--- config.mk ---
export PLATFORM = sky130hd
export DESIGN_NAME = pstb_status_bank
export DESIGN_NICKNAME = d
export VERILOG_FILES = /design/src/logic/pstb_pkg.sv /design/src/logic/pstb_aux_monitor.sv /design/src/logic/pstb_linear11.sv /design/src/logic/pstb_status_bank.sv
export VERILOG_INCLUDE_DIRS = /design/src /design/src/logic
export SDC_FILE = /design/constraint.sdc
export NUM_CORES = 1
export LEC_CHECK = 0
export ABC_CLOCK_PERIOD_IN_PS = 6700
export CORE_AREA = 8 8 170 132
export DETAILED_ROUTE_END_ITERATION = 7
export DIE_AREA = 0 0 178 140
export DONT_BUFFER_PORTS = 1
export HOLD_SLACK_MARGIN = 0.05
export PLACE_DENSITY = 0.75
export REMOVE_ABC_BUFFERS = 1
export SYNTH_ARGS = -nofsm -noshare
export SYNTH_HDL_FRONTEND = slang
export SYNTH_SLANG_ARGS = --single-unit
--- constraint.sdc ---
create_clock -name clk -period 6.7 [get_ports clk]
set_clock_uncertainty 0.2 [all_clocks]
set_input_delay 0 -clock clk [delete_from_list [all_inputs] [get_ports clk]]
set_output_delay 0 -clock clk [all_outputs]
set_load 0.005 [all_outputs]
--- src/logic/pstb_cfg.svh ---
`ifndef PSTB_CFG_SVH
`define PSTB_CFG_SVH

// ****************************************
// command codes of the bank
// ****************************************
`define PSTB_CMD_TEMP 8'h7D
`define PSTB_CMD_CML 8'h7E
`define PSTB_CMD_MFR 8'h80
`define PSTB_CMD_VIN 8'h88
`define PSTB_CMD_IIN 8'h89

// ****************************************
// reset values
// ****************************************
`define PSTB_STATUS_RESET 8'h00
`define PSTB_WORD_RESET 16'h0000

// ****************************************
// temperature status bits
// ****************************************
`define PSTB_TEMP_OVERHEAT_FAULT_BIT 7
`define PSTB_TEMP_OT_WARN_BIT 6
`define PSTB_TEMP_UT_WARN_BIT 5
`define PSTB_TEMP_UNDERCOOL_FAULT_BIT 4

// ****************************************
// communication error bits
// ****************************************
`define PSTB_CML_BAD_CODE_BIT 7
`define PSTB_CML_BAD_DATA_BIT 6
`define PSTB_CML_PEC_BIT 5
`define PSTB_CML_OTHER_BIT 1

// ****************************************
// vendor status bits
// ****************************************
`define PSTB_MFR_BUS_ERR_BIT 6
`define PSTB_MFR_AUX_UV_WARN_BIT 5
`define PSTB_MFR_AUX_OV_WARN_BIT 4
`define PSTB_MFR_SYNC_LOST_BIT 3
`define PSTB_MFR_AUX_UV_FAULT_BIT 1
`define PSTB_MFR_AUX_OV_FAULT_BIT 0

// ****************************************
// telemetry word layout and aux margin
// ****************************************
`define PSTB_LIN_EXP_MSB 15
`define PSTB_LIN_EXP_LSB 11
`define PSTB_LIN_MANT_MSB 10
`define PSTB_AUX_MARGIN_PCT 10

`endif

--- src/logic/pstb_pkg.sv ---
`default_nettype none

package pstb_pkg;

  // which register a command code selects
  typedef enum logic [2:0] {
    PSTB_SEL_NONE,
    PSTB_SEL_TEMP,
    PSTB_SEL_CML,
    PSTB_SEL_MFR,
    PSTB_SEL_VIN,
    PSTB_SEL_IIN
  } pstb_sel_t;

  // linear-11 telemetry word
  typedef struct packed {
    logic signed [4:0] exponent;
    logic signed [10:0] mantissa;
  } pstb_lin11_t;

endpackage : pstb_pkg

`default_nettype wire

--- src/logic/pstb_aux_monitor.sv ---
`include "pstb_cfg.svh"
`default_nettype none

module pstb_aux_monitor
(
  input wire logic sampleValid,
  input wire logic [15:0] sample,
  input wire logic [15:0] lowLimit,
  input wire logic [15:0] highLimit,
  output logic lowWarn,
  output logic highWarn,
  output logic lowFault,
  output logic highFault
);

  logic [23:0] sampleScaled;
  logic [23:0] lowScaled;
  logic [23:0] highScaled;

  // compare in percent units so no divider is needed
  assign sampleScaled = 24'(sample) * 24'h64;
  assign lowScaled = 24'(lowLimit) * 24'(100 - `PSTB_AUX_MARGIN_PCT);
  assign highScaled = 24'(highLimit) * 24'(100 + `PSTB_AUX_MARGIN_PCT);

  // flags only count while a fresh sample is presented
  assign lowWarn = sampleValid && (sampleScaled < lowScaled);
  assign highWarn = sampleValid && (sampleScaled > highScaled);
  assign lowFault = sampleValid && (sample < lowLimit);
  assign highFault = sampleValid && (sample > highLimit);

endmodule : pstb_aux_monitor

`default_nettype wire

--- src/logic/pstb_linear11.sv ---
`include "pstb_cfg.svh"
`default_nettype none

module pstb_linear11
  import pstb_pkg::*;
#(
  parameter logic signed [4:0] BASE_EXP = 5'sh00
)
(
  input wire logic [15:0] raw,
  output var pstb_lin11_t word
);

  // smallest right shift that keeps the value inside a positive 11-bit mantissa
  // the shift drops low bits: resolution is traded for range on large values
  always_comb
  begin
    logic [2:0] shift;
    logic [15:0] scaled;
    shift = 3'h6;
    scaled = raw >> 6;
    for (int s = 6; s >= 0; s--)
    begin
      if ((raw >> s) < 16'h0400)
      begin
        shift = 3'(s);
        scaled = raw >> s;
      end
    end
    word.exponent = BASE_EXP + $signed({2'h0, shift});
    word.mantissa = $signed(scaled[`PSTB_LIN_MANT_MSB:0]);
  end

endmodule : pstb_linear11

`default_nettype wire

--- src/logic/pstb_status_bank.sv ---
// Functional notes
// - temperature status byte per page, read only, resets to zero
// - temperature bits: 7 overheat fault, 6/5 warnings, 4 undercool fault
// - one global comms error byte, read only, resets to zero
// - comms bit 7 on invalid or unsupported command code
// - comms bit 6 on invalid or unsupported data
// - comms bit 5 on packet error check failure
// - comms bit 1 on write to read-only command or other fault
// - one global vendor status byte, read only, resets to zero
// - vendor bit 6 on inter-chip bus error; bits 7 and 2 unused
// - warning bits 5/4 when aux input passes limits by ten percent
// - fault bits 1/0 when aux input passes its configured limits
// - vendor bit 3 on loss of external clock sync
// - input voltage word, linear-11, read only, no defined reset
// - input current word, linear-11, read only, amperes
// - telemetry is signed mantissa times two to signed exponent
// - summary other bit set when any status byte bit set
// - summary temperature bit set on any temperature flag
// - summary comms bit set on any comms flag
`include "pstb_cfg.svh"
`default_nettype none

module pstb_status_bank
  import pstb_pkg::*;
#(
  parameter int PAGES = 2,
  parameter logic signed [4:0] VIN_EXP = 5'sh1E,
  parameter logic signed [4:0] IIN_EXP = 5'sh1C
)
(
  input wire logic clk,
  input wire logic srst,
  input wire logic cmdStrobe,
  input wire logic cmdWrite,
  input wire logic [7:0] cmdCode,
  input wire logic [$clog2(PAGES)-1:0] cmdPage,
  input wire logic badCodeEvent,
  input wire logic badDataEvent,
  input wire logic pecFailEvent,
  input wire logic otherCommEvent,
  input wire logic clearFaults,
  input wire logic [PAGES-1:0] overheatFault,
  input wire logic [PAGES-1:0] overheatWarning,
  input wire logic [PAGES-1:0] undercoolWarning,
  input wire logic [PAGES-1:0] undercoolFault,
  input wire logic interchipBusError,
  input wire logic syncLost,
  input wire logic auxSampleValid,
  input wire logic [15:0] auxMonitorInput,
  input wire logic [15:0] auxMonitorLowLimit,
  input wire logic [15:0] auxMonitorHighLimit,
  input wire logic vinValid,
  input wire logic [15:0] vinRaw,
  input wire logic iinValid,
  input wire logic [15:0] iinRaw,
  output logic rspValid,
  output logic rspHit,
  output logic rspTwoBytes,
  output logic [15:0] rspData,
  output logic [PAGES-1:0] statusOther,
  output logic [PAGES-1:0] statusTemp,
  output logic statusComm
);

  // ****************************************
  // state
  // ****************************************

  typedef struct packed {
    logic [PAGES-1:0][7:0] temp;
    logic [7:0] cml;
    logic [7:0] mfr;
    logic [15:0] vin;
    logic [15:0] iin;
    logic rspValid;
    logic rspHit;
    logic rspTwoBytes;
    logic [15:0] rspData;
    logic [PAGES-1:0] statusOther;
    logic [PAGES-1:0] statusTemp;
    logic statusComm;
  } pstb_state_t;

  pstb_state_t state;
  pstb_state_t next_state;

  pstb_sel_t sel;
  pstb_lin11_t vinWord;
  pstb_lin11_t iinWord;
  logic auxLowWarn;
  logic auxHighWarn;
  logic auxLowFault;
  logic auxHighFault;

  // read answer pieces, settled ahead of the state register
  logic readHit;
  logic readTwoBytes;
  logic [15:0] readData;
  logic pageInRange;
  logic writeRefused;

  // ****************************************
  // helpers
  // ****************************************

  // aux input limit checks
  pstb_aux_monitor auxMonitor
  (
    .sampleValid(auxSampleValid),
    .sample(auxMonitorInput),
    .lowLimit(auxMonitorLowLimit),
    .highLimit(auxMonitorHighLimit),
    .lowWarn(auxLowWarn),
    .highWarn(auxHighWarn),
    .lowFault(auxLowFault),
    .highFault(auxHighFault)
  );

  // raw measurements to telemetry words
  pstb_linear11 #(
    .BASE_EXP(VIN_EXP)
  ) vinEncoder
  (
    .raw(vinRaw),
    .word(vinWord)
  );

  pstb_linear11 #(
    .BASE_EXP(IIN_EXP)
  ) iinEncoder
  (
    .raw(iinRaw),
    .word(iinWord)
  );

  // command code decode; codes outside the bank belong to other banks
  always_comb
  begin
    unique case (cmdCode)
      `PSTB_CMD_TEMP: sel = PSTB_SEL_TEMP;
      `PSTB_CMD_CML: sel = PSTB_SEL_CML;
      `PSTB_CMD_MFR: sel = PSTB_SEL_MFR;
      `PSTB_CMD_VIN: sel = PSTB_SEL_VIN;
      `PSTB_CMD_IIN: sel = PSTB_SEL_IIN;
      default: sel = PSTB_SEL_NONE;
    endcase
  end

  // ****************************************
  // page check and write refusal
  // ****************************************

  // a page beyond the last one reads as zero rather than as a stray byte
  assign pageInRange = (32'(cmdPage) < 32'(PAGES));

  // every code in this bank is read only, so any write to it is refused
  assign writeRefused = cmdStrobe && cmdWrite && readHit;

  // ****************************************
  // read answer
  // ****************************************

  // built from the registered bytes: an event on the strobe edge shows in the next read
  // reads leave the bytes alone, so a flag survives any number of reads
  always_comb
  begin
    readHit = (sel != PSTB_SEL_NONE);
    readTwoBytes = 1'b0;
    readData = `PSTB_WORD_RESET;
    if (!cmdWrite)
    begin
      unique case (sel)
        PSTB_SEL_TEMP: readData = pageInRange ? {8'h00, state.temp[cmdPage]} : `PSTB_WORD_RESET;
        PSTB_SEL_CML: readData = {8'h00, state.cml};
        PSTB_SEL_MFR: readData = {8'h00, state.mfr};
        PSTB_SEL_VIN:
        begin
          readData = state.vin;
          readTwoBytes = 1'b1;
        end
        PSTB_SEL_IIN:
        begin
          readData = state.iin;
          readTwoBytes = 1'b1;
        end
        PSTB_SEL_NONE: readData = `PSTB_WORD_RESET;
      endcase
    end
  end

  // ****************************************
  // next state
  // ****************************************

  always_comb
  begin
    next_state = state;

    // clear first so that a same-cycle event below wins over it
    if (clearFaults)
    begin
      for (int p = 0; p < PAGES; p++)
      begin
        next_state.temp[p] = `PSTB_STATUS_RESET;
      end
      next_state.cml = `PSTB_STATUS_RESET;
      next_state.mfr = `PSTB_STATUS_RESET;
    end

    // temperature flags per page; low nibble never set
    for (int p = 0; p < PAGES; p++)
    begin
      if (overheatFault[p])
      begin
        next_state.temp[p][`PSTB_TEMP_OVERHEAT_FAULT_BIT] = 1'b1;
      end
      if (overheatWarning[p])
      begin
        next_state.temp[p][`PSTB_TEMP_OT_WARN_BIT] = 1'b1;
      end
      if (undercoolWarning[p])
      begin
        next_state.temp[p][`PSTB_TEMP_UT_WARN_BIT] = 1'b1;
      end
      if (undercoolFault[p])
      begin
        next_state.temp[p][`PSTB_TEMP_UNDERCOOL_FAULT_BIT] = 1'b1;
      end
    end

    // communication errors, sticky
    if (badCodeEvent)
    begin
      next_state.cml[`PSTB_CML_BAD_CODE_BIT] = 1'b1;
    end
    if (badDataEvent)
    begin
      next_state.cml[`PSTB_CML_BAD_DATA_BIT] = 1'b1;
    end
    if (pecFailEvent)
    begin
      next_state.cml[`PSTB_CML_PEC_BIT] = 1'b1;
    end
    // refused writes and any unlisted fault from the protocol engine
    if (otherCommEvent || writeRefused)
    begin
      next_state.cml[`PSTB_CML_OTHER_BIT] = 1'b1;
    end

    // vendor faults, sticky
    if (interchipBusError)
    begin
      next_state.mfr[`PSTB_MFR_BUS_ERR_BIT] = 1'b1;
    end
    if (auxLowWarn)
    begin
      next_state.mfr[`PSTB_MFR_AUX_UV_WARN_BIT] = 1'b1;
    end
    if (auxHighWarn)
    begin
      next_state.mfr[`PSTB_MFR_AUX_OV_WARN_BIT] = 1'b1;
    end
    if (syncLost)
    begin
      next_state.mfr[`PSTB_MFR_SYNC_LOST_BIT] = 1'b1;
    end
    if (auxLowFault)
    begin
      next_state.mfr[`PSTB_MFR_AUX_UV_FAULT_BIT] = 1'b1;
    end
    if (auxHighFault)
    begin
      next_state.mfr[`PSTB_MFR_AUX_OV_FAULT_BIT] = 1'b1;
    end

    // telemetry follows the latest valid measurement
    if (vinValid)
    begin
      next_state.vin = vinWord;
    end
    if (iinValid)
    begin
      next_state.iin = iinWord;
    end

    // summaries track the bytes in the same cycle they change
    next_state.statusComm = |next_state.cml;
    for (int p = 0; p < PAGES; p++)
    begin
      next_state.statusTemp[p] = |next_state.temp[p];
      next_state.statusOther[p] = |{next_state.temp[p], next_state.cml, next_state.mfr};
    end

    // read answer, one cycle after the strobe, for one cycle only
    next_state.rspValid = cmdStrobe;
    next_state.rspHit = 1'b0;
    next_state.rspTwoBytes = 1'b0;
    next_state.rspData = `PSTB_WORD_RESET;
    if (cmdStrobe)
    begin
      next_state.rspHit = readHit;
      next_state.rspTwoBytes = readTwoBytes;
      next_state.rspData = readData;
    end

    // reset clears status and answers; telemetry words keep no reset value
    if (srst)
    begin
      for (int p = 0; p < PAGES; p++)
      begin
        next_state.temp[p] = `PSTB_STATUS_RESET;
      end
      next_state.cml = `PSTB_STATUS_RESET;
      next_state.mfr = `PSTB_STATUS_RESET;
      next_state.rspValid = 1'b0;
      next_state.rspHit = 1'b0;
      next_state.rspTwoBytes = 1'b0;
      next_state.rspData = `PSTB_WORD_RESET;
      next_state.statusOther = '0;
      next_state.statusTemp = '0;
      next_state.statusComm = 1'b0;
    end
  end

  // ****************************************
  // registers and outputs
  // ****************************************

  always_ff @(posedge clk)
  begin
    state <= next_state;
  end

  // every output straight from the state register
  assign rspValid = state.rspValid;
  assign rspHit = state.rspHit;
  assign rspTwoBytes = state.rspTwoBytes;
  assign rspData = state.rspData;
  assign statusOther = state.statusOther;
  assign statusTemp = state.statusTemp;
  assign statusComm = state.statusComm;

endmodule : pstb_status_bank

`default_nettype wire

# Yosys cells after proc, flatten, opt, wreduce, memory -nomap -nowiden
# Cells that the tools add are included.
[word_totals] register_bits=88 input_bits=111 output_inout_bits=24 wordCells=111
[op_classes] n_addsub=2 multipliers=3 order_cmp=17 eq_ne=10 mux=48 bitwise=1 reduce_logical=17
[op_table] cell="11-bit 2-to-1 mux" n=12
[op_table] cell="16-bit one-hot mux with 6 select lines" n=1
[op_table] cell="24-bit OR reduction" n=2
[op_table] cell="16-bit by 6-bit multiplier with 22-bit output (second input constant)" n=2
[op_table] cell="16-bit by 11-bit < comparator with 1-bit output (second input constant)" n=2
[op_table] cell="32-bit 2-to-1 mux" n=1
[op_table] cell="15-bit by 11-bit < comparator with 1-bit output (second input constant)" n=2
[op_table] cell="3-bit 2-to-1 mux" n=10
[op_table] cell="14-bit by 11-bit < comparator with 1-bit output (second input constant)" n=2
[op_table] cell="13-bit by 11-bit < comparator with 1-bit output (second input constant)" n=2
[op_table] cell="8-bit == test (second input constant)" n=3
[op_table] cell="12-bit by 11-bit < comparator with 1-bit output (second input constant)" n=2
[op_table] cell="8-bit OR reduction" n=3
[op_table] cell="23-bit greater-than comparator" n=1
[op_table] cell="23-bit < comparator" n=1
[op_table] cell="11-bit < comparator (second input constant)" n=2
[op_table] cell="16-bit by 5-bit multiplier with 21-bit output (second input constant)" n=1
[op_table] cell="1-bit 2-to-1 mux" n=19
[op_table] cell="8-bit by 7-bit == test with 1-bit output (second input constant)" n=2
[op_table] cell="16-bit greater-than comparator" n=1
[op_table] cell="16-bit < comparator" n=1
[op_table] cell="8-bit 2-to-1 mux" n=2
[op_table] cell="3-bit one-hot mux with 5 select lines" n=1
[op_table] cell="3-bit by 2-bit == test with 1-bit output (second input constant)" n=2
[op_table] cell="13 further kinds" n=21

# Logic depth before layout (Yosys ltp)
# Gate-level depths: netlist of the first run.
[logic_depth] word_depth=8 depth_mapped=23 ltp_nobuf=22

# Cells and area by module
# From an unflattened synthesis of the first run, not the netlist that was laid out.
[unflattened] hier_cells=1376 hier_area_um2=12095.4
[by_module_without_submodules] mod="pstb_aux_monitor" n_inst=1 cells_per_inst=864 area_per_inst_um2=7334.5 seq_area_each_um2=0.0
[by_module_without_submodules] mod="pstb_status_bank" n_inst=1 cells_per_inst=318 area_per_inst_um2=3540.9 seq_area_each_um2=2082.0
[by_module_without_submodules] mod="pstb_linear11 at vinEncoder" n_inst=1 cells_per_inst=98 area_per_inst_um2=620.6 seq_area_each_um2=0.0
[by_module_without_submodules] mod="pstb_linear11 at iinEncoder" n_inst=1 cells_per_inst=96 area_per_inst_um2=599.3 seq_area_each_um2=0.0

# Worst setup path after synthesis of the first run
# Ideal clock, no wire load.
[synth_path] kind="in2reg" start="input port auxMonitorHighLimit[6]" end="register state, in the netlist statusOther[0]" setup_ns=0.140 t_arrival_ns=4.688 t_required_ns=6.360 path_slack_ns=1.672 path_stages=22 n_path_buf=1 cell_sequence="fa_1 -> fa_1 -> inv_1 -> fa_1 -> inv_1 -> ha_1 -> clkbuf_1 -> nand2_1 -> nor4_1 -> nor4_2 -> o311ai_1 -> a31o_1 -> a21oi_1 -> xor2_1 -> ha_1 -> nand4_1 -> or2_1 -> nor3_2 -> nand4_1 -> a21o_1 -> a21oi_2 -> a41oi_1"
[synth_via] elab_chain_cells=5 elab_cells_between_ends=8 cone_classes="mul (1); order compare (2); mux (2); reduce/logical (3)"
[synth_rtl] element="from (decl)" line_no="pstb_status_bank.sv:51" rtl="input wire logic [15:0] auxMonitorHighLimit,"
[synth_rtl] element="16-bit by 6-bit multiplier with 22-bit output" line_no="pstb_aux_monitor.sv:23" rtl="assign highScaled = 24'(highLimit) * 24'(100 + `PSTB_AUX_MARGIN_PCT);"
[synth_rtl] element="23-bit greater-than comparator" line_no="pstb_aux_monitor.sv:27" rtl="assign highWarn = sampleValid && (sampleScaled > highScaled);"
[synth_rtl] element="1-bit logical AND" line_no="pstb_aux_monitor.sv:27"
[synth_rtl] element="1-bit 2-to-1 mux" line_no="pstb_status_bank.sv:259" rtl="if (auxHighWarn)"
[synth_rtl] element="24-bit OR reduction (*)" line_no="pstb_status_bank.sv:291" rtl="next_state.statusOther[p] = |{next_state.temp[p], next_state.cml, next_state.mfr};"
[synth_rtl] element="to (signal assigned)" line_no="pstb_status_bank.sv:331" rtl="state <= next_state;"
[synth_rtl] element="to (decl)" line_no="pstb_status_bank.sv:84" rtl="pstb_state_t state;"
# Every way passes the cells marked *; elsewhere a longest branch is shown, timed or not.
# A chain may end at the register's enable or synchronous reset.

# Worst setup path in the final report of the first run
[layout_path] start="input port auxMonitorHighLimit[0]" end="register state, in the netlist statusOther[0]"
# The elaborated chain is that of the path after synthesis.

==> results of run 1 <==
-- power by group through the flow --
| stage | combinational (uW) | sequential [uW] | clock [uW] |
|---|---|---|---|
| global route | 2780 | 579 | 500 |
| detailed placement | 2320 | 587 | 0 |
| finish | 2440 | 577 | 477 |
| global placement | 2230 | 586 | 0 |
| CTS | 2410 | 576 | 475 |
| floorplan | 1870 | 582 | 0 |
-- logic make-up after synthesis --
family / Yosys count
and+or+nand+nor: 304
AOI/OAI and AO/OA: 298
buffers and inverters: 292
adders and majority gates: 288
DFF: 84
muxes: 46
xor gates and xnor gates: 45
other: 1
-- worst max path at each step --
stage,start,end,slack (ps),cells past startpoint
after global routing,auxMonitorHighLimit[0],statusOther[0],50,25
after detailed placement,auxMonitorHighLimit[7],statusOther[1],1130,21
final,auxMonitorHighLimit[0],statusOther[0],280,25
after floorplan,auxMonitorHighLimit[7],statusOther[0],1710,21
after CTS,auxMonitorHighLimit[7],statusOther[0],360,23
after global placement,auxMonitorHighLimit[7],statusOther[0],1400,21
-- flip-flops by register name, summed over array words and instances (netlist names) --
| name | cells |
|---|---|
| rspTwoBytes | 1 |
| statusTemp | 2 |
| statusOther | 2 |
| rspValid | 1 |
| state | 61 |
| statusComm | 1 |
| rspData | 15 |
| rspHit | 1 |
-- through the flow --
stage | instances | area (sq um) | util [%]
6_report | 1691 | 13080 | 66.16
3_5_place_dp | 1567 | 11700 | 59.22
2_1_floorplan | 1308 | 11370 | -
5_1_grt | 1691 | 13080 | 66.16
3_3_place_gp | 1567 | 11700 | 59.22
4_1_cts | 1691 | 13070 | 66.13
-- critical path: stages --
cell and delay (ps):
dlygate4sd3_1 550, inv_1 110, fa_1 440, inv_1 70, ha_1 220, ha_1 240, inv_1 90, fa_1 210
nor2b_1 80, o31ai_2 310, a211oi_2 180, o211ai_1 320, a31oi_1 210, nor4b_1 390, a211oi_1 100, ha_1 320
nand4_1 160, or2_1 310, nor3_2 320, nand4_1 120, dlygate4sd3_1 580, a21o_1 220, a21oi_2 160, a41oi_1 110
dlygate4sd3_1 610
-- repair_timing --
item                                    4_1_cts  5_1_grt
hold buffers                                108        0
setup buffers                                 0        0
endpoints found under the hold margin       111        0
gates resized for setup                       0        1
endpoints found under the setup margin        0        1
-- cell usage in the layout (no fill, tap or decap), types with 5 or more instances in the layout --
cell type,count
xor2_1,25
o211ai_1,8
nor2b_1,15
o21ai_1,17
edfxtp_1,29
nor3_2,5
o22ai_1,5
or4_1,5
nor2_1,84
nand4_1,16
a22oi_1,6
a21oi_1,102
and2_1,19
nor4_1,10
dfxtp_1,55
nand2b_1,16
ha_1,212
xnor2_1,20
o21a_1,13
o21bai_1,7
a31oi_1,11
inv_1,241
mux2i_1,46
nand2_1,57
nand3_1,13
nor3_1,26
dlygate4sd3_1,108
and3_1,12
o21ai_0,41
a21o_1,33
a211oi_1,17
a221oi_1,8
fa_1,76
clkbuf_16,9
-- layer usage --
metal / share of wire [%] / wire, um
met3: 8.2 / 2526
met5: 0 / 0
met4: 1.9 / 569
met1: 48 / 14750
met2: 42 / 12820
-- cell type report --
cell class | instances | area, sq um
fill | 1619 | 6688
clock buffer | 9 | 225.2
multi-input combinational | 983 | 8503
tap | 258 | 322.8
timing repair buffer | 109 | 1089
sequential | 84 | 1972
clock inverter | 7 | 58.81
inverter | 241 | 904.6
==> summary.md, run 1 <==
| Metric | Value |
|---|---|
| Final hold violation count | `0` |
| Min cycle time layout | `6421 ps` |
| Max-Cap Viols | `0` |
| Endpoints failing setup | `0` |
| Mapped Area | `11640 sq um` |
| Die H | `140 um` |
| Top cells by count, synth | `inv_1 (241), ha_1 (212), a21oi_1 (102)` |
| I/O pins | `135` |
| EDFF count, synth | `29` |
| Tot Pwr | `3496 uW` |
| Power Dens Cells | `267.4 nW/um^2` |
| Part of the cycle the worst path needs | `95.83%` |
| RSZ-0062 raised after global routing | `no` |
| Mux cell area share after synthesis | `3.956%` |
| Relative slew slack | `31.06%` |
| Largest net degree at the start of global routing | `26` |
| Initial antenna violation count | `0` |
| Reg clk slew, reported paths | `60 ps` |
| Adder-cell area share of the yosys netlist | `35.86%` |
| Worst Tran Pin Value | `1031 ps` |
| Final WS setup | `279.3 ps` |
| Simple-gate portion of the synthesized area | `13.42%` |
| Total CTS buffers | `9` |
| Clock root cell | `clkbuf_16` |
| Post-Synth XOR/XNOR Area | `3.386%` |
| Synth-to-Final Area Change | `12.34%` |
| Status | `finished, final reports clean` |
| 1st-iter DRT viols | `886` |
| Hold-critical path depth | `4` |
| Final #Nets | `1827` |
| Core ar. | `19760 sq um` |
| Critical Path End Type | `register` |
| Sw Pwr | `1581 uW` |
| Fmax | `155.7 MHz` |
| Hold Slack | `84.23 ps` |
| Initial Util | `58.89%` |
| CP Class | `primary input to register` |
| Die area | `24920 sq um` |
| Sw frac | `45.21%` |
| Fraction of layout cells with a size suffix above 1 | `2.582%` |
| Count leader, synth | `inv_1` |
| Max-slew violation count | `0` |
| Crit path launch type | `primary input` |
| Die width | `178 um` |
| Int Pwr | `1916 uW` |
| Largest cells by area after synthesis | `ha_1 (23%), fa_1 (13%), dfxtp_1 (9.5%)` |
| Total grt overflow | `0` |
| Peak supply drop | `0.1730 mV` |
| Yosys top cell area share | `22.79%` |
| Synth Area in Compound Gates | `16.32%` |
| Unique masters post-synth | `70` |
| FF-to-FF setup slack | `3270 ps` |
| CP max FO | `6` |
| Post-synthesis register bit count | `84` |
| Busiest grt layer | `met1` |
| DRT antenna net count | `0` |
| Clock latency at the later pin of the worst-skew pair | `340 ps` |
| Total track usage | `24.60%` |
| DR WL/cell | `18.13 um` |
| Num rows | `45` |
| Vias in the first global route | `9587` |
| # port buffers | `0` |
| R2R depth | `9` |
| Diodes inserted | `0` |
| Met2 Usage GRT | `36.19%` |
| GR Util met3 | `4.620%` |
| Reg-to-reg critical path startpoint | `state[67]` |
| Pre-CTS setup slack | `1126 ps` |
| Worst Min Path Start | `cmdCode[0]` |
| Via Count | `9847` |
| Clock power share | `13.6%` |
| DR pass1 iterations | `7` |
| Worst hold-check path type | `primary input to register` |
| Critical Path RT | `6730 ps` |
| Arr. time, crit path | `6450 ps` |
| Synthesis Warnings | `0` |
| Reg2reg end | `statusOther[0]` |
| Largest family of logic cells by synthesized area | `adder cells` |
| Top FF cell, synth | `dfxtp_1` |
| Combinational group share of total power | `69.9%` |
| Post-synthesis sequential area ratio | `16.94%` |
| First-pass GRT wire length | `50120 um` |
| Asr flop ratio synth | `0%` |
| Clock buffer depth | `2` |
| DP HPWL | `23460 um` |
| Leak pwr | `0.006444 uW` |
| TritonCTS clock tree | `built` |
| Drt total wl | `30660 um` |
| Sum Neg Setup Slack | `0 ps` |
| Via density | `5.823` |
| Num Clock Sinks | `84` |
| Worst hold endpoint | `rspData[5]` |
| Flop pwr share | `16.5%` |
| Residual DRC | `0` |
| Yosys top cell by area | `ha_1` |
| Mean Syn Cell Area | `8.570 sq um` |
| M1 GR Usage | `36.65%` |
| CTS H-Tree Depth | `3` |
| Synth Instances | `1358` |
| Gpl congestion | `0.8723` |
(Power assumes the default switching activity.)
==> inputs of run 2 (changes only) <==
ABC_AREA = 1   (was not set)
CORE_AREA = 8 8 171 133   (was 8 8 170 132)
DIE_AREA = 0 0 179 141   (was 0 0 178 140)
==> run 2 against run 1 <==
- routed wire length grew 2.8%
- final area grew 1.6%
- die area grew 1.3%
- area after synthesis grew 1.5%
- critical path type unchanged
- largest cell class unchanged
==> summary.md, run 2 <==
| Metric | Value |
|---|---|
| Top cells by count, synth | `inv_1 (337), nand2_1 (246), ha_1 (212)` |
| DP HPWL | `25400 um (+8.3%)` |
| Synth Area in Compound Gates | `14.49% (-1.8 points)` |
| I/O pins | `135 (unchanged)` |
| DR WL/cell | `16.57 um (-8.6%)` |
| First-pass GRT wire length | `50430 um (+0.61%)` |
| Unique masters post-synth | `46 (-34%)` |
| Synth-to-Final Area Change | `12.49%` |
| # port buffers | `0 (unchanged)` |
| Hold-critical path depth | `6 (+2)` |
| Largest family of logic cells by synthesized area | `adder cells` |
| Num Clock Sinks | `84 (unchanged)` |
| Sw Pwr | `1720 uW (+8.8%)` |
| Max FFs per register | `61 (unchanged)` |
| Largest net degree at the start of global routing | `41 (+58%)` |
| Sw frac | `47.32% (+2.1 points)` |
| Critical Path RT | `6720 ps (about the same)` |
| Endpoints failing setup | `0 (unchanged)` |
| Peak supply drop | `0.2108 mV (+22%)` |
| CP max FO | `6 (unchanged)` |
| Status | `finished, final reports clean` |
| Clock buffer depth | `2 (unchanged)` |
| Total track usage | `24.58% (about the same)` |
| Arr. time, crit path | `4580 ps (-1870 ps)` |
| Yosys top cell area share | `22.46% (-0.33 points)` |
| Max-Cap Viols | `0 (unchanged)` |
| Clock root cell | `clkbuf_16` |
| Asr flop ratio synth | `0% (unchanged)` |
| Top FF cell, synth | `dfxtp_1` |
| Finished Cell Area | `13280 sq um (+1.6%)` |
| DR pass1 iterations | `5 (-2)` |
| Synthesis Warnings | `0 (unchanged)` |
| Adder-cell area share of the yosys netlist | `35.35% (-0.52 points)` |
| EDFF count, synth | `29 (unchanged)` |
| Total grt overflow | `0 (unchanged)` |
| Total CTS buffers | `9 (unchanged)` |
| RSZ-0062 raised after global routing | `no` |
| Num rows | `45 (unchanged)` |
| Clock latency at the later pin of the worst-skew pair | `330 ps (about the same)` |
| Critical Path End Type | `register` |
| Commonest non-fill, non-tap cell in the layout | `inv_1` |
| Largest cells by area after synthesis | `ha_1 (22%), fa_1 (13%), inv_1 (11%)` |
| Mux cell area share after synthesis | `0.3814% (-3.6 points)` |
| CP max-delay cell | `fa_1` |
| Flop pwr share | `15.9% (-0.6 points)` |
| Initial Util | `59.41% (+0.52 points)` |
| Count leader, synth | `inv_1` |
| Via Count | `10630 (+8.0%)` |
| Initial antenna violation count | `0 (unchanged)` |
| Tot Pwr | `3635 uW (+4.0%)` |
| 1st-iter DRT viols | `908 (+2.5%)` |
| Final #Nets | `2039 (+12%)` |
| Cell repeated most along the worst path | `nor2_1` |
| Vias in the first global route | `9892 (+3.2%)` |
| DRT antenna net count | `0 (unchanged)` |
| Die H | `141 um (+0.71%)` |
| Yosys top cell by area | `ha_1` |
| Post-Synth XOR/XNOR Area | `3.931% (+0.54 points)` |
| Worst hold-check path type | `primary input to register` |
| Simple-gate portion of the synthesized area | `16.24% (+2.8 points)` |
| Reg clk slew, reported paths | `60 ps (about the same)` |
| Core ar. | `19880 sq um (+0.57%)` |
| Relative slew slack | `31.33% (+0.27 points)` |
| Drt total wl | `31530 um (+2.8%)` |
| Power Dens Cells | `273.6 nW/um^2 (+2.3%)` |
| DP Area | `11910 sq um (+1.8%)` |
| Worst Tran Pin Value | `1022 ps (-8.517 ps)` |
| CTS H-Tree Depth | `3 (unchanged)` |
| R2R depth | `4 (-5)` |
| CP Class | `primary input to register` |
| Top reg by flops | `state` |
| Combinational group share of total power | `69.4% (-0.5 points)` |
| Cells along the critical path | `fa_1, fa_1, inv_1, fa_1, inv_1, ha_1, nand2_1, nor2_1, inv_1, o21ai_0, a21oi_1, xor2_1, ha_1, nand2_1, nor2_1, nand2_1, nor2_1, a21oi_1, nand2_1, nand2_1, nor2_1, nand3_1, nor2_1, nor2_1` |
| Residual DRC | `0 (unchanged)` |
| Fmax | `219.4 MHz (+41%)` |
| Critical Path Max Stage Delay | `530 ps (-80 ps)` |
| Leak pwr | `0.006943 uW (+7.7%)` |
| Gpl congestion | `0.9282 (+6.4%)` |
| Int Pwr | `1915 uW (about the same)` |
| Part of the cycle the worst path needs | `68.01% (-28 points)` |
| Clock power share | `14.7% (+1.1 points)` |
| Sum Neg Setup Slack | `0 ps (unchanged)` |
| Commonest cells after routing, fill and taps aside | `inv_1 (337), nand2_1 (246), ha_1 (212)` |
| Post-synthesis sequential area ratio | `16.70% (-0.24 points)` |
| Die width | `179 um (+0.56%)` |
| Mean Syn Cell Area | `7.570 sq um (-12%)` |
| Crit path launch type | `primary input` |
| Final hold violation count | `0 (unchanged)` |
| Diodes inserted | `0 (unchanged)` |
| Max-slew violation count | `0 (unchanged)` |
| Synth Instances | `1560 (+15%)` |
| Min cycle time layout | `4557 ps (-1864 ps)` |
| Post-synthesis register bit count | `84 (unchanged)` |
| Mapped Area | `11810 sq um (+1.5%)` |
| Via density | `5.587 (-4.1%)` |
| Fraction of layout cells with a size suffix above 1 | `2.371% (-0.21 points)` |
| Post-CTS sizing | `0 (unchanged)` |
| TritonCTS clock tree | `built` |
| Die area | `25240 sq um (+1.3%)` |
run 2: metrics by stage:
stage	setup WS, ps	hold WS (ps)	cells	util, %
floorplan	2546	-130.9	1526	-
global placement	1964	-124.1	1784	59.92
detailed placement	1904	-122.6	1784	59.92
CTS	2237	58.45	1903	66.84
global route	1876	80.54	1903	66.84
finish	2143	77.74	1903	66.84
run 2: cell families (layout without fill, tap and decap cells):
family          after synthesis  count (layout)
other cells                   1               2
fa+ha+maj                   288             288
compound gates              303             303
xor+xnor                     53              53
flops                        84              84
simple gates                448             448
buf+inv                     379             463
mux                           4               4
run 2: final timing paths:
path,end,from,slack [ps]
worst max-delay path,statusOther[1],auxMonitorHighLimit[10],2140
worst min-delay path,state[44],vinRaw[15],80
worst max register to register,rspData[5],state[85],4810
worst min register to register,state[74],state[74],250
run 2: what timing repair did:
action                    4_1_cts  5_1_grt
hold buffers                  103        0
buffers inserted                0        0
hold endpoints to repair      111        0
run 2: worst max-delay path: cells and delay by family:
family	cells	cell delay (ps)
adders and majority gates	5	2230
buffers and inverters	3	150
AOI/OAI and AO/OA	3	700
xor gates and xnor gates	1	180
and+or+nand+nor	12	1320
run 2: area by class of cell:
cell class | count | area, sq um
clock inverters | 2 | 38.79
fillers | 1661 | 6591
multi-input cells | 1098 | 8320
flip-flops and latches | 84 | 1972
inverters | 344 | 1294
well taps | 258 | 322.8
repair buffers | 103 | 1041
clock buffers | 14 | 295.3
run 2: metal layers:
layer	track usage, %	up-vias	part of all wire, %
met5	0	-	0
met3	4.937	57	8.8
li1	-	5234	-
met4	5.124	0	1.7
met2	34.53	461	40
met1	37.62	4880	49
run 2: power by group through the flow:
stage	registers, uW	clock network [uW]	logic [uW]
4_1_cts	576	535	2480
6_report	577	535	2520
5_1_grt	579	556	2890
3_5_place_dp	587	0	2400
3_3_place_gp	587	0	2330
2_1_floorplan	581	0	1890
